==> config.mk <==
export PLATFORM = sky130hd
export DESIGN_NAME = rgd_rx_control
export DESIGN_NICKNAME = d
export VERILOG_FILES = /design/src/rtl/rgd_pkg.sv /design/src/rtl/rgd_rx_control.sv
export SDC_FILE = /design/constraint.sdc
export NUM_CORES = 2
export LEC_CHECK = 0
export ABC_AREA = 0
export BUFFER_PORTS_ARGS = -buffer_cell sky130_fd_sc_hd__buf_2
export CAP_MARGIN = 40
export CORE_MARGIN = 1
export CORE_UTILIZATION = 60
export CTS_BUF_LIST = sky130_fd_sc_hd__clkbuf_16
export DETAILED_ROUTE_END_ITERATION = 8
export PLACE_DENSITY = 0.79
export SETUP_SLACK_MARGIN = 0.5
export SYNTH_ARGS = -nofsm -noshare
export SYNTH_HDL_FRONTEND = slang
export SYNTH_SLANG_ARGS = --single-unit
==> constraint.sdc <==
create_clock -name ref_clk_i -period 15.43 [get_ports ref_clk_i]
set_input_delay 3.086 -clock ref_clk_i [delete_from_list [all_inputs] [get_ports ref_clk_i]]
set_output_delay 3.086 -clock ref_clk_i [all_outputs]
set_load 0.03 [all_outputs]
==> src/rtl/rgd_pkg.sv <==
package rgd_pkg;

    // Register byte addresses
    localparam logic [7:0] RGD_ADDR_IF     = 8'h00;
    localparam logic [7:0] RGD_ADDR_CAL    = 8'h04;
    localparam logic [7:0] RGD_ADDR_GAIN   = 8'h08;
    localparam logic [7:0] RGD_ADDR_LEVEL  = 8'h0C;
    localparam logic [7:0] RGD_ADDR_SEQ    = 8'h10;
    localparam logic [7:0] RGD_ADDR_DEMOD  = 8'h14;
    localparam logic [7:0] RGD_ADDR_STATUS = 8'h18;

    // Field positions
    localparam int RGD_CAL_START_POS   = 9;
    localparam int RGD_GAIN_EN_POS     = 0;
    localparam int RGD_GAIN_MODE_POS   = 1;
    localparam int RGD_GAIN_FIELD_POS  = 2;
    localparam int RGD_GAIN_MIX_POS    = 4;
    localparam int RGD_GAIN_IFMAN_POS  = 5;
    localparam int RGD_LVL_REDUCE_POS  = 8;
    localparam int RGD_LVL_SETTLE_POS  = 16;
    localparam int RGD_DEMOD_BW_POS    = 2;
    localparam int RGD_ST_STRENGTH_POS = 1;
    localparam int RGD_ST_FRONT_POS    = 8;
    localparam int RGD_ST_IF_POS       = 10;
    localparam int RGD_ST_CAL_POS      = 12;

    // Values after reset
    localparam logic [1:0] RGD_BW_RST       = 2'h0;
    localparam logic [1:0] RGD_OFFDIV_RST   = 2'h0;
    localparam logic [8:0] RGD_CALDIV_RST   = 9'h000;
    localparam logic       RGD_GAIN_EN_RST  = 1'b1;
    localparam logic [1:0] RGD_AMP_GAIN_RST = 2'h3;
    localparam logic [1:0] RGD_IF_MAN_RST   = 2'h2;
    localparam logic [6:0] RGD_RAISE_RST    = 7'h1E;
    localparam logic [6:0] RGD_REDUCE_RST   = 7'h46;
    localparam logic [7:0] RGD_SETTLE_RST   = 8'h0A;
    localparam logic [7:0] RGD_SEQDIV_RST   = 8'h08;
    localparam logic [1:0] RGD_DSEL_RST     = 2'h1;
    localparam logic [9:0] RGD_PBW_RST      = 10'h009;

    // Strength converter has 80 levels
    localparam logic [6:0] RGD_STRENGTH_MAX = 7'h4F;
    // Gain ladder: five changes from highest to lowest
    localparam logic [2:0] RGD_LADDER_LAST  = 3'h5;

    // Demodulator selections
    localparam logic [1:0] RGD_DSEL_LINEAR = 2'h0;
    localparam logic [1:0] RGD_DSEL_CORR   = 2'h1;
    localparam logic [1:0] RGD_DSEL_AMPL   = 2'h2;

    // Calibration run time
    localparam int RGD_CLK_MHZ     = 250;
    localparam int RGD_CAL_TIME_US = 200;
    localparam int RGD_CAL_CYCLES  = RGD_CAL_TIME_US * RGD_CLK_MHZ;

    typedef enum logic [1:0] {
        RGD_ST_OFF   = 2'b00,
        RGD_ST_TRACK = 2'b01,
        RGD_ST_WAIT  = 2'b11
    } rgd_loop_e;

endpackage : rgd_pkg

==> src/rtl/rgd_rx_control.sv <==
`timescale 1ns/1ps
`default_nettype none

module rgd_rx_control
    import rgd_pkg::*;
#(
    parameter int CAL_CYCLES = RGD_CAL_CYCLES
)(
    input  wire logic               ref_clk_i,
    input  wire logic               rst_i,
    input  wire logic [7:0]         addr_i,
    input  wire logic [31:0]        wr_data_i,
    input  wire logic               wr_i,
    input  wire logic               rd_i,
    output logic [31:0]             rd_data_o,
    input  wire logic [6:0]         strength_sample_i,
    input  wire logic signed [15:0] corr_plus_i,
    input  wire logic signed [15:0] corr_minus_i,
    input  wire logic signed [15:0] disc_i,
    output logic [1:0]              if_bandwidth_select_o,
    output logic [8:0]              calibration_divider_o,
    output logic                    cal_busy_o,
    output logic [1:0]              front_gain_state_o,
    output logic [1:0]              if_gain_state_o,
    output logic                    front_amp_mode_bit_o,
    output logic                    mixer_linearity_o,
    output logic                    offset_correction_clock_o,
    output logic                    data_o
);

    typedef struct packed {
        logic [1:0]         bw_sel;
        logic [1:0]         off_div;
        logic [8:0]         cal_div;
        logic               gain_en;
        logic               amp_mode;
        logic [1:0]         amp_gain;
        logic               mix_lin;
        logic [1:0]         if_man;
        logic [6:0]         raise_lvl;
        logic [6:0]         reduce_lvl;
        logic [7:0]         settle;
        logic [7:0]         seq_div;
        logic [1:0]         dsel;
        logic [9:0]         pbw;
        logic [15:0]        cal_cnt;
        logic               cal_busy;
        rgd_loop_e          st;
        logic [2:0]         gidx;
        logic [7:0]         pre;
        logic [7:0]         wcnt;
        logic [6:0]         strength;
        logic [1:0]         front;
        logic [1:0]         ifg;
        logic [3:0]         ocnt;
        logic               oclk;
        logic signed [15:0] y1;
        logic signed [15:0] y2;
        logic signed [15:0] avg;
        logic               data;
        logic [31:0]        rdata;
    } rgd_state_s;

    rgd_state_s s_reg;
    rgd_state_s s_next;

    // Front amp state per ladder step
    function automatic logic [1:0] ladder_front(input logic [2:0] i);
        unique case (i)
            3'h0:    ladder_front = 2'h3;
            3'h1,
            3'h2,
            3'h3:    ladder_front = 2'h2;
            3'h4:    ladder_front = 2'h1;
            default: ladder_front = 2'h0;
        endcase
    endfunction : ladder_front

    // IF gain state per ladder step
    function automatic logic [1:0] ladder_if(input logic [2:0] i);
        unique case (i)
            3'h0,
            3'h1:    ladder_if = 2'h2;
            3'h2:    ladder_if = 2'h1;
            default: ladder_if = 2'h0;
        endcase
    endfunction : ladder_if

    // One first-order low-pass step, coefficient k/1024
    function automatic logic signed [15:0] lpf_step(
        input logic signed [15:0] y,
        input logic signed [15:0] x,
        input logic [9:0]         k
    );
        logic signed [16:0] d;
        logic signed [27:0] p;
        d = 17'(x) - 17'(y);
        p = 28'(d) * $signed({1'b0, k});
        lpf_step = 16'(17'(y) + 17'(p >>> 10));
    endfunction : lpf_step

    // Half period of the offset clock in input cycles, minus one
    function automatic logic [3:0] off_half(input logic [1:0] f);
        unique case (f)
            2'h0:    off_half = 4'h1;
            2'h1:    off_half = 4'h3;
            default: off_half = 4'h7;
        endcase
    endfunction : off_half

    logic signed [16:0] corr_diff;
    logic signed [15:0] demod_in;
    logic               step_done;
    logic [7:0]         seq_div_eff;
    logic [7:0]         settle_eff;

    always_comb
    begin
        s_next = s_reg;
        s_next.rdata = 32'h0000_0000;
        seq_div_eff = (s_reg.seq_div == 8'h00) ? 8'h01 : s_reg.seq_div;
        settle_eff  = (s_reg.settle == 8'h00) ? 8'h01 : s_reg.settle;
        step_done = (s_reg.pre + 8'h01) >= seq_div_eff;

        if (s_reg.cal_cnt != 16'h0000)
        begin
            s_next.cal_cnt = s_reg.cal_cnt - 16'h0001;
        end
        s_next.cal_busy = (s_next.cal_cnt != 16'h0000);

        if (wr_i)
        begin
            unique case (addr_i)
                RGD_ADDR_IF:
                begin
                    s_next.bw_sel  = wr_data_i[1:0];
                    s_next.off_div = wr_data_i[3:2];
                end
                RGD_ADDR_CAL:
                begin
                    s_next.cal_div = wr_data_i[8:0];
                    if (wr_data_i[RGD_CAL_START_POS])
                    begin
                        s_next.cal_cnt  = 16'(CAL_CYCLES);
                        s_next.cal_busy = 1'b1;
                    end
                end
                RGD_ADDR_GAIN:
                begin
                    s_next.gain_en  = wr_data_i[RGD_GAIN_EN_POS];
                    s_next.amp_mode = wr_data_i[RGD_GAIN_MODE_POS];
                    s_next.amp_gain = wr_data_i[RGD_GAIN_FIELD_POS +: 2];
                    s_next.mix_lin  = wr_data_i[RGD_GAIN_MIX_POS];
                    s_next.if_man   = wr_data_i[RGD_GAIN_IFMAN_POS +: 2];
                end
                RGD_ADDR_LEVEL:
                begin
                    s_next.raise_lvl  = wr_data_i[6:0];
                    s_next.reduce_lvl = wr_data_i[RGD_LVL_REDUCE_POS +: 7];
                    s_next.settle     = wr_data_i[RGD_LVL_SETTLE_POS +: 8];
                end
                RGD_ADDR_SEQ:
                begin
                    s_next.seq_div = wr_data_i[7:0];
                end
                RGD_ADDR_DEMOD:
                begin
                    s_next.dsel = wr_data_i[1:0];
                    s_next.pbw  = wr_data_i[RGD_DEMOD_BW_POS +: 10];
                end
                default:
                begin
                end
            endcase
        end

        if (rd_i)
        begin
            unique case (addr_i)
                RGD_ADDR_IF:
                    s_next.rdata = {28'h0, s_reg.off_div, s_reg.bw_sel};
                RGD_ADDR_CAL:
                    s_next.rdata = {23'h0, s_reg.cal_div};
                RGD_ADDR_GAIN:
                    s_next.rdata = {25'h0, s_reg.if_man, s_reg.mix_lin,
                                    s_reg.amp_gain, s_reg.amp_mode,
                                    s_reg.gain_en};
                RGD_ADDR_LEVEL:
                    s_next.rdata = {8'h0, s_reg.settle, 1'b0,
                                    s_reg.reduce_lvl, 1'b0, s_reg.raise_lvl};
                RGD_ADDR_SEQ:
                    s_next.rdata = {24'h0, s_reg.seq_div};
                RGD_ADDR_DEMOD:
                    s_next.rdata = {20'h0, s_reg.pbw, s_reg.dsel};
                RGD_ADDR_STATUS:
                    s_next.rdata = {19'h0, s_reg.cal_busy, s_reg.ifg,
                                    s_reg.front, s_reg.strength, 1'b0};
                default:
                    s_next.rdata = 32'h0000_0000;
            endcase
        end

        s_next.strength = (strength_sample_i > RGD_STRENGTH_MAX)
                        ? RGD_STRENGTH_MAX : strength_sample_i;

        unique case (s_reg.st)
            RGD_ST_OFF:
            begin
                if (s_reg.gain_en)
                begin
                    s_next.st = RGD_ST_TRACK;
                end
            end
            RGD_ST_TRACK:
            begin
                if (s_reg.strength > s_reg.reduce_lvl &&
                    s_reg.gidx != RGD_LADDER_LAST)
                begin
                    s_next.gidx = s_reg.gidx + 3'h1;
                    s_next.st   = RGD_ST_WAIT;
                    s_next.pre  = 8'h00;
                    s_next.wcnt = 8'h00;
                end
                else if (s_reg.strength < s_reg.raise_lvl &&
                         s_reg.gidx != 3'h0)
                begin
                    s_next.gidx = s_reg.gidx - 3'h1;
                    s_next.st   = RGD_ST_WAIT;
                    s_next.pre  = 8'h00;
                    s_next.wcnt = 8'h00;
                end
            end
            RGD_ST_WAIT:
            begin
                if (step_done)
                begin
                    s_next.pre = 8'h00;
                    if ((s_reg.wcnt + 8'h01) >= settle_eff)
                    begin
                        s_next.st = RGD_ST_TRACK;
                    end
                    else
                    begin
                        s_next.wcnt = s_reg.wcnt + 8'h01;
                    end
                end
                else
                begin
                    s_next.pre = s_reg.pre + 8'h01;
                end
            end
            default:
            begin
                s_next.st = RGD_ST_OFF;
            end
        endcase
        if (!s_reg.gain_en)
        begin
            s_next.st = RGD_ST_OFF;
        end

        if (s_reg.gain_en)
        begin
            s_next.front = ladder_front(s_next.gidx);
            s_next.ifg   = ladder_if(s_next.gidx);
        end
        else
        begin
            s_next.front = s_reg.amp_gain;
            s_next.ifg   = s_reg.if_man;
        end

        if (s_reg.ocnt >= off_half(s_reg.off_div))
        begin
            s_next.ocnt = 4'h0;
            s_next.oclk = ~s_reg.oclk;
        end
        else
        begin
            s_next.ocnt = s_reg.ocnt + 4'h1;
        end

        corr_diff = 17'(corr_plus_i) - 17'(corr_minus_i);
        unique case (s_reg.dsel)
            RGD_DSEL_CORR:
                demod_in = (corr_diff > 17'sd32767) ? 16'sh7FFF
                         : (corr_diff < -17'sd32768) ? 16'sh8000
                         : 16'(corr_diff);
            RGD_DSEL_AMPL:
                demod_in = $signed({9'h000, s_reg.strength});
            default:
                demod_in = disc_i;
        endcase
        s_next.y1  = lpf_step(s_reg.y1, demod_in, s_reg.pbw);
        s_next.y2  = lpf_step(s_reg.y2, s_reg.y1, s_reg.pbw);
        s_next.avg = lpf_step(s_reg.avg, s_reg.y2, s_reg.pbw >> 4);
        if (s_reg.dsel == RGD_DSEL_CORR)
        begin
            s_next.data = (s_reg.y2 > 16'sh0000);
        end
        else
        begin
            s_next.data = (s_reg.y2 > s_reg.avg);
        end
    end

    always_ff @(posedge ref_clk_i)
    begin
        if (rst_i)
        begin
            s_reg            <= '0;
            s_reg.bw_sel     <= RGD_BW_RST;
            s_reg.off_div    <= RGD_OFFDIV_RST;
            s_reg.cal_div    <= RGD_CALDIV_RST;
            s_reg.gain_en    <= RGD_GAIN_EN_RST;
            s_reg.amp_gain   <= RGD_AMP_GAIN_RST;
            s_reg.if_man     <= RGD_IF_MAN_RST;
            s_reg.raise_lvl  <= RGD_RAISE_RST;
            s_reg.reduce_lvl <= RGD_REDUCE_RST;
            s_reg.settle     <= RGD_SETTLE_RST;
            s_reg.seq_div    <= RGD_SEQDIV_RST;
            s_reg.dsel       <= RGD_DSEL_RST;
            s_reg.pbw        <= RGD_PBW_RST;
            s_reg.st         <= RGD_ST_OFF;
            s_reg.front      <= 2'h3;
            s_reg.ifg        <= 2'h2;
        end
        else
        begin
            s_reg <= s_next;
        end
    end

    assign rd_data_o                 = s_reg.rdata;
    assign if_bandwidth_select_o     = s_reg.bw_sel;
    assign calibration_divider_o     = s_reg.cal_div;
    assign cal_busy_o                = s_reg.cal_busy;
    assign front_gain_state_o        = s_reg.front;
    assign if_gain_state_o           = s_reg.ifg;
    assign front_amp_mode_bit_o      = s_reg.amp_mode;
    assign mixer_linearity_o         = s_reg.mix_lin;
    assign offset_correction_clock_o = s_reg.oclk;
    assign data_o                    = s_reg.data;
endmodule : rgd_rx_control

`default_nettype wire

After elaboration in Yosys (flattened, before gate mapping)
Cells that the tools add are included.

cells by class
  add/subtract/negate cells = 13
  multiply operators = 3
  order comparisons = 10
  equality and inequality tests = 20
  muxes and demuxes = 26
  bitwise gates (word level) = 3
  reduce and logical (&&, ||, !) cells = 27

operators by type and width
  operator                                                      count
  one-hot mux 24 bit (7 select lines)                           1
  subtractor 16 x 16 -> 17 bit                                  4
  one-hot mux 16 bit (2 select lines)                           2
  multiplier 17 x 11 -> 26 bit                                  2
  two-way mux 17 bit                                            3
  two-way mux 16 bit                                            3
  two-way mux 21 bit                                            2
  two-way mux 8 bit                                             5
  adder 16 bit                                                  2
  nonzero test 16 bit                                           2
  == test 8 x 5 -> 1 bit, second input constant                 3
  logical NOT 8 bit                                             3
  multiplier 17 x 7 -> 24 bit                                   1
  > comparator 17 x 16 -> 1 bit, second input constant          1
  less-than comparator 17 x 16 -> 1 bit, second input constant  1
  adder 16 x 14 -> 16 bit                                       1
  adder 8 x 1 -> 8 bit, second input constant                   2
  == test 8 x 4 -> 1 bit, second input constant                 2
  greater-or-equal comparator 8 bit                             2
  > comparator 16 x 1 -> 1 bit, second input constant           1
  > comparator 16 bit                                           1
  subtractor 16 x 1 -> 16 bit, second input constant            1
  AND reduction 2 bit                                           7
  one-hot mux 2 bit (3 select lines)                            2
  32 further kinds                                              48

word-level totals
  register bits after elaboration = 197
  input port bits = 99
  output and inout bits = 52
  logic and storage cells = 133

Depth between registers and ports, before layout
  depth in word-level cells = 9
  depth in mapped cells = 52
  gate-level depth less buffers = 52

Worst setup path before layout
OpenSTA, ideal clock, no wires.

  path kind = input to register
  start point = input port corr_minus_i[1]
  end point = register s_reg[80] (netlist bit)
  setup time = 0.128 ns
  arrival = 12.924 ns
  data required time = 15.302 ns
  slack = 2.379 ns
  stages = 49
  path through = inv_1 > ha_1 > nor2b_1 > o21ai_1 > a21boi_1 > o31ai_2 > a21oi_2 > o41ai_1 > nand2b_1 > mux2i_2 > a2111oi_0 > a211o_1 > ha_1 > inv_1 > fa_1 > a21oi_1 > o211ai_1 > o221a_2 > [... 13 more ...] > a21o_1 > a21oi_1 > a21bo_2 > a221oi_4 > o21a_1 > o21a_1 > nor2_1 > ha_1 > and2_1 > o21ai_0 > o31ai_1 > o41ai_2 > o21ai_1 > a21o_1 > a21oi_2 > xnor2_1 > xnor2_1 > nor2_1

between the ends
  longest elaborated chain between the ends = 8

RTL lines
  item                                     RTL line               source
  from (decl)                              rgd_rx_control.sv:18   input wire logic signed [15:0] corr_minus_i,
  subtractor 16 x 16 -> 17 bit (*)         rgd_rx_control.sv:283  corr_diff = 17'(corr_plus_i) - 17'(corr_minus_i);
  less-than comparator 17 x 16 -> 1 bit    rgd_rx_control.sv:287  : (corr_diff < -17'sd32768) ? 16'sh8000
  two-way mux 16 bit                       rgd_rx_control.sv:287
  two-way mux 16 bit (*)                   rgd_rx_control.sv:286  demod_in = (corr_diff > 17'sd32767) ? 16'sh7FFF
  one-hot mux 16 bit (2 select lines) (*)  rgd_rx_control.sv:284  unique case (s_reg.dsel)
  subtractor 16 x 16 -> 17 bit (*)         rgd_rx_control.sv:97   d = 17'(x) - 17'(y);
  multiplier 17 x 11 -> 26 bit (*)         rgd_rx_control.sv:98   p = 28'(d) * $signed({1'b0, k});
  adder 16 bit (*)                         rgd_rx_control.sv:99   lpf_step = 16'(17'(y) + 17'(p >>> 10));
  to (signal assigned)                     rgd_rx_control.sv:330  s_reg <= s_next;
  to (decl)                                rgd_rx_control.sv:64   rgd_state_s s_reg;

Every way passes the cells marked *; elsewhere a longest branch is shown, timed or not.
A chain may end at the register's enable or synchronous reset.

Worst setup path after layout
  start point = input port corr_plus_i[0]
  end point = register s_reg[80] (netlist bit)

between the ends
  longest elaborated chain between the ends = 8

RTL lines
  item                                     RTL line               source
  from (decl)                              rgd_rx_control.sv:17   input wire logic signed [15:0] corr_plus_i,
  subtractor 16 x 16 -> 17 bit (*)         rgd_rx_control.sv:283
  less-than comparator 17 x 16 -> 1 bit    rgd_rx_control.sv:287
  two-way mux 16 bit                       rgd_rx_control.sv:287
  two-way mux 16 bit (*)                   rgd_rx_control.sv:286
  one-hot mux 16 bit (2 select lines) (*)  rgd_rx_control.sv:284
  subtractor 16 x 16 -> 17 bit (*)         rgd_rx_control.sv:97
  multiplier 17 x 11 -> 26 bit (*)         rgd_rx_control.sv:98
  adder 16 bit (*)                         rgd_rx_control.sv:99

Marks and branches as above.

==> out/qor.txt <==
root buffer cell: clkbuf_16
Buf/Inv on CP: 6
Worst R2R Start: s_reg[145]
Worst Reg-to-Reg Cells: 42
WL per Instance: 16.7 um
fraction of layout cells with a size suffix above 1: 8.21%
#FFs+latches synth: 188
RR Endpoint: s_reg[80]
chip height: 219 um
ys async rst share: 0%
min-delay src: s_reg[143]
CP peak stage delay: 0.71 ns
Synth top area share: 25.9%
synthesis-to-finish area growth: 5.76%
Hold Path End: s_reg[143]
via count: 22500
synthesized area per cell: 8.57 sq um
Slew Limit Headroom: 38.0%
DRC: 0
critical path peak fanout: 10
Die ar.: 0.0479 sq mm
max reg flops: 145
clock tree buffer depth: 2
final HPWL from detailed placement: 52.3 mm
Tcrit/Tclk final: 91.9%
critical path type: primary input to flop
top post-synthesis cells by area: fa_1 (26%), ha_1 (14%), dfxtp_1 (13%)
Post-synth EDFFs: 0
starting density of the core: 60.7%
# H-tree levels: 4
Tightest Pin Transition: 0.923 ns
most frequent cells in the layout: inv_1 (529), nand2_1 (368), fa_1 (365)
Yosys warning total: 0
clock-pin slew on the worst setup and hold paths: 0.08 ns
NumNets Final: 4113
DR pass1 iterations: 6
Synth area leader: fa_1
# rows: 79
Mapped Area: 0.0282 sq mm
IO buf count: 132
CP delay by family, top: compound AO/OA/AOI/OAI gates
R2R setup slack: 4.90 ns
Primary FF master, synth: dfxtp_1
Final setup viols: 0
RD Place Congestion: 0.906
WP data required: 15.73 ns
PostCTS Resize Cnt: 0
endpoints failing hold: 0
fin cells: 3957
Antenna diodes: 0
maxcap violations: 0
count of cell types in the netlist: 99
Setup Skew: 0.0161 ns
global-route wire length before repair: 111 mm
Antenna Violating Nets Remaining: 0
IO Pins: 151
min Tclk post-route: 14.17 ns
CORE AREA: 0.0465 sq mm
Critical Path Start: corr_plus_i[0]
total grt overflow: 0
RSZ-0062 raised after global routing: no
sequential-to-total area share from yosys stat: 13.3%
starting DRC count in detailed routing: 1326
initial antenna violation count: 0
postcts setup bufs: 0
data arrival time of the critical path: 14.48 ns
Critical Path Sink Type: flop
status: finished, final reports clean
Cells after Synth: 3292
pre-CTS WS: 0.950 ns
Hold Buf Count CTS: 0
largest net degree at the start of global routing: 71
Sequential Area: 0.00377 sq mm
area of the multi-input gates: 0.0217 sq mm
FMAX: 70.6 MHz
CTS sink count: 188
Max Slew Vio Count: 0
fin worst setup slack: 1.26 ns
Num CTS Buffers: 17
Slowest-stage cell, CP: nor3_1
hold path cells: 2
Fillers: 3872
Die W: 219 um
most common cell after layout, fill and taps aside: inv_1
drt total wl: 66.1 mm
Inst Count DP: 3925
GRT Util Overall: 28.3%
vias in the first global route: 23000
Setup crit start kind: primary input
vias per inst: 5.70
CTS tree: done
HP Class: flop to flop
Worst-Skew Late Latency: 0.44 ns
Stages on worst setup path: 52
setup_tns: 0 ns
-- worst max path at each step --
stage / endpoint / slack (ns)
final: s_reg[80] / 1.26
after global routing: s_reg[80] / 0.60
after CTS: s_reg[80] / 1.36
after detailed placement: s_reg[80] / 0.95
after global placement: s_reg[80] / 1.06
after floorplan: s_reg[80] / 2.38
-- worst min-delay path: stages (launching register included) --
cell	delay (ns)
dfxtp_1	0.31
nand2_1	0.06
a21oi_1	0.06
-- synth_stat cells (50+ instances only) --
cell      count
dfxtp_1     188
nor2b_1      65
nand3_1      54
a21oi_1     138
nor2_1      199
inv_1       529
ha_1        312
xnor2_1     123
xor2_1       50
nand2_1     368
clkbuf_1     83
and2_1      224
fa_1        365
-- per-stage QoR --
step                cell area [sq um]  hold slack [ns]  util, %
global placement                29100            0.443     62.7
CTS                             29800            0.472     64.2
global route                    29800            0.495     64.2
detailed placement              29200            0.453     62.9
floorplan                       28200            0.430        -
finish                          29800            0.473     64.2
-- layer usage --
metal | vias to the layer above | part of all wire, % | global-route usage, %
li1 | 10600 | - | -
met1 | 11200 | 42 | 37.0
met2 | 605 | 50 | 49.6
met3 | 124 | 4.5 | 2.22
met4 | 0 | 2.9 | 8.68
met5 | - | 0 | 0
-- cells by family (layout without fill, tap and decap cells) --
family,after synthesis,in the layout,synth area share (%)
multiplexers,40,40,1.49
XOR/XNOR,176,176,5.54
buffers and inverters,678,728,9.72
AND/OR/NAND/NOR,1093,1093,19.2
adder cells (fa/ha/maj),677,677,39.7
other,1,9,0.0133
flip-flops,188,188,13.3
AO/OA/AOI/OAI,439,439,11.0
-- final cells by class --
type	instances	share of cell area, %
repair buffers	166	3.20
clock inverters	15	0.688
flip-flops and latches	188	12.6
well taps	607	2.55
clock buffers	17	1.43
multi-input cells	2434	72.8
inverters	530	6.67
Power is not shown: default switching activity piles up to over one toggle a cycle in this logic, so the estimate is an artifact.
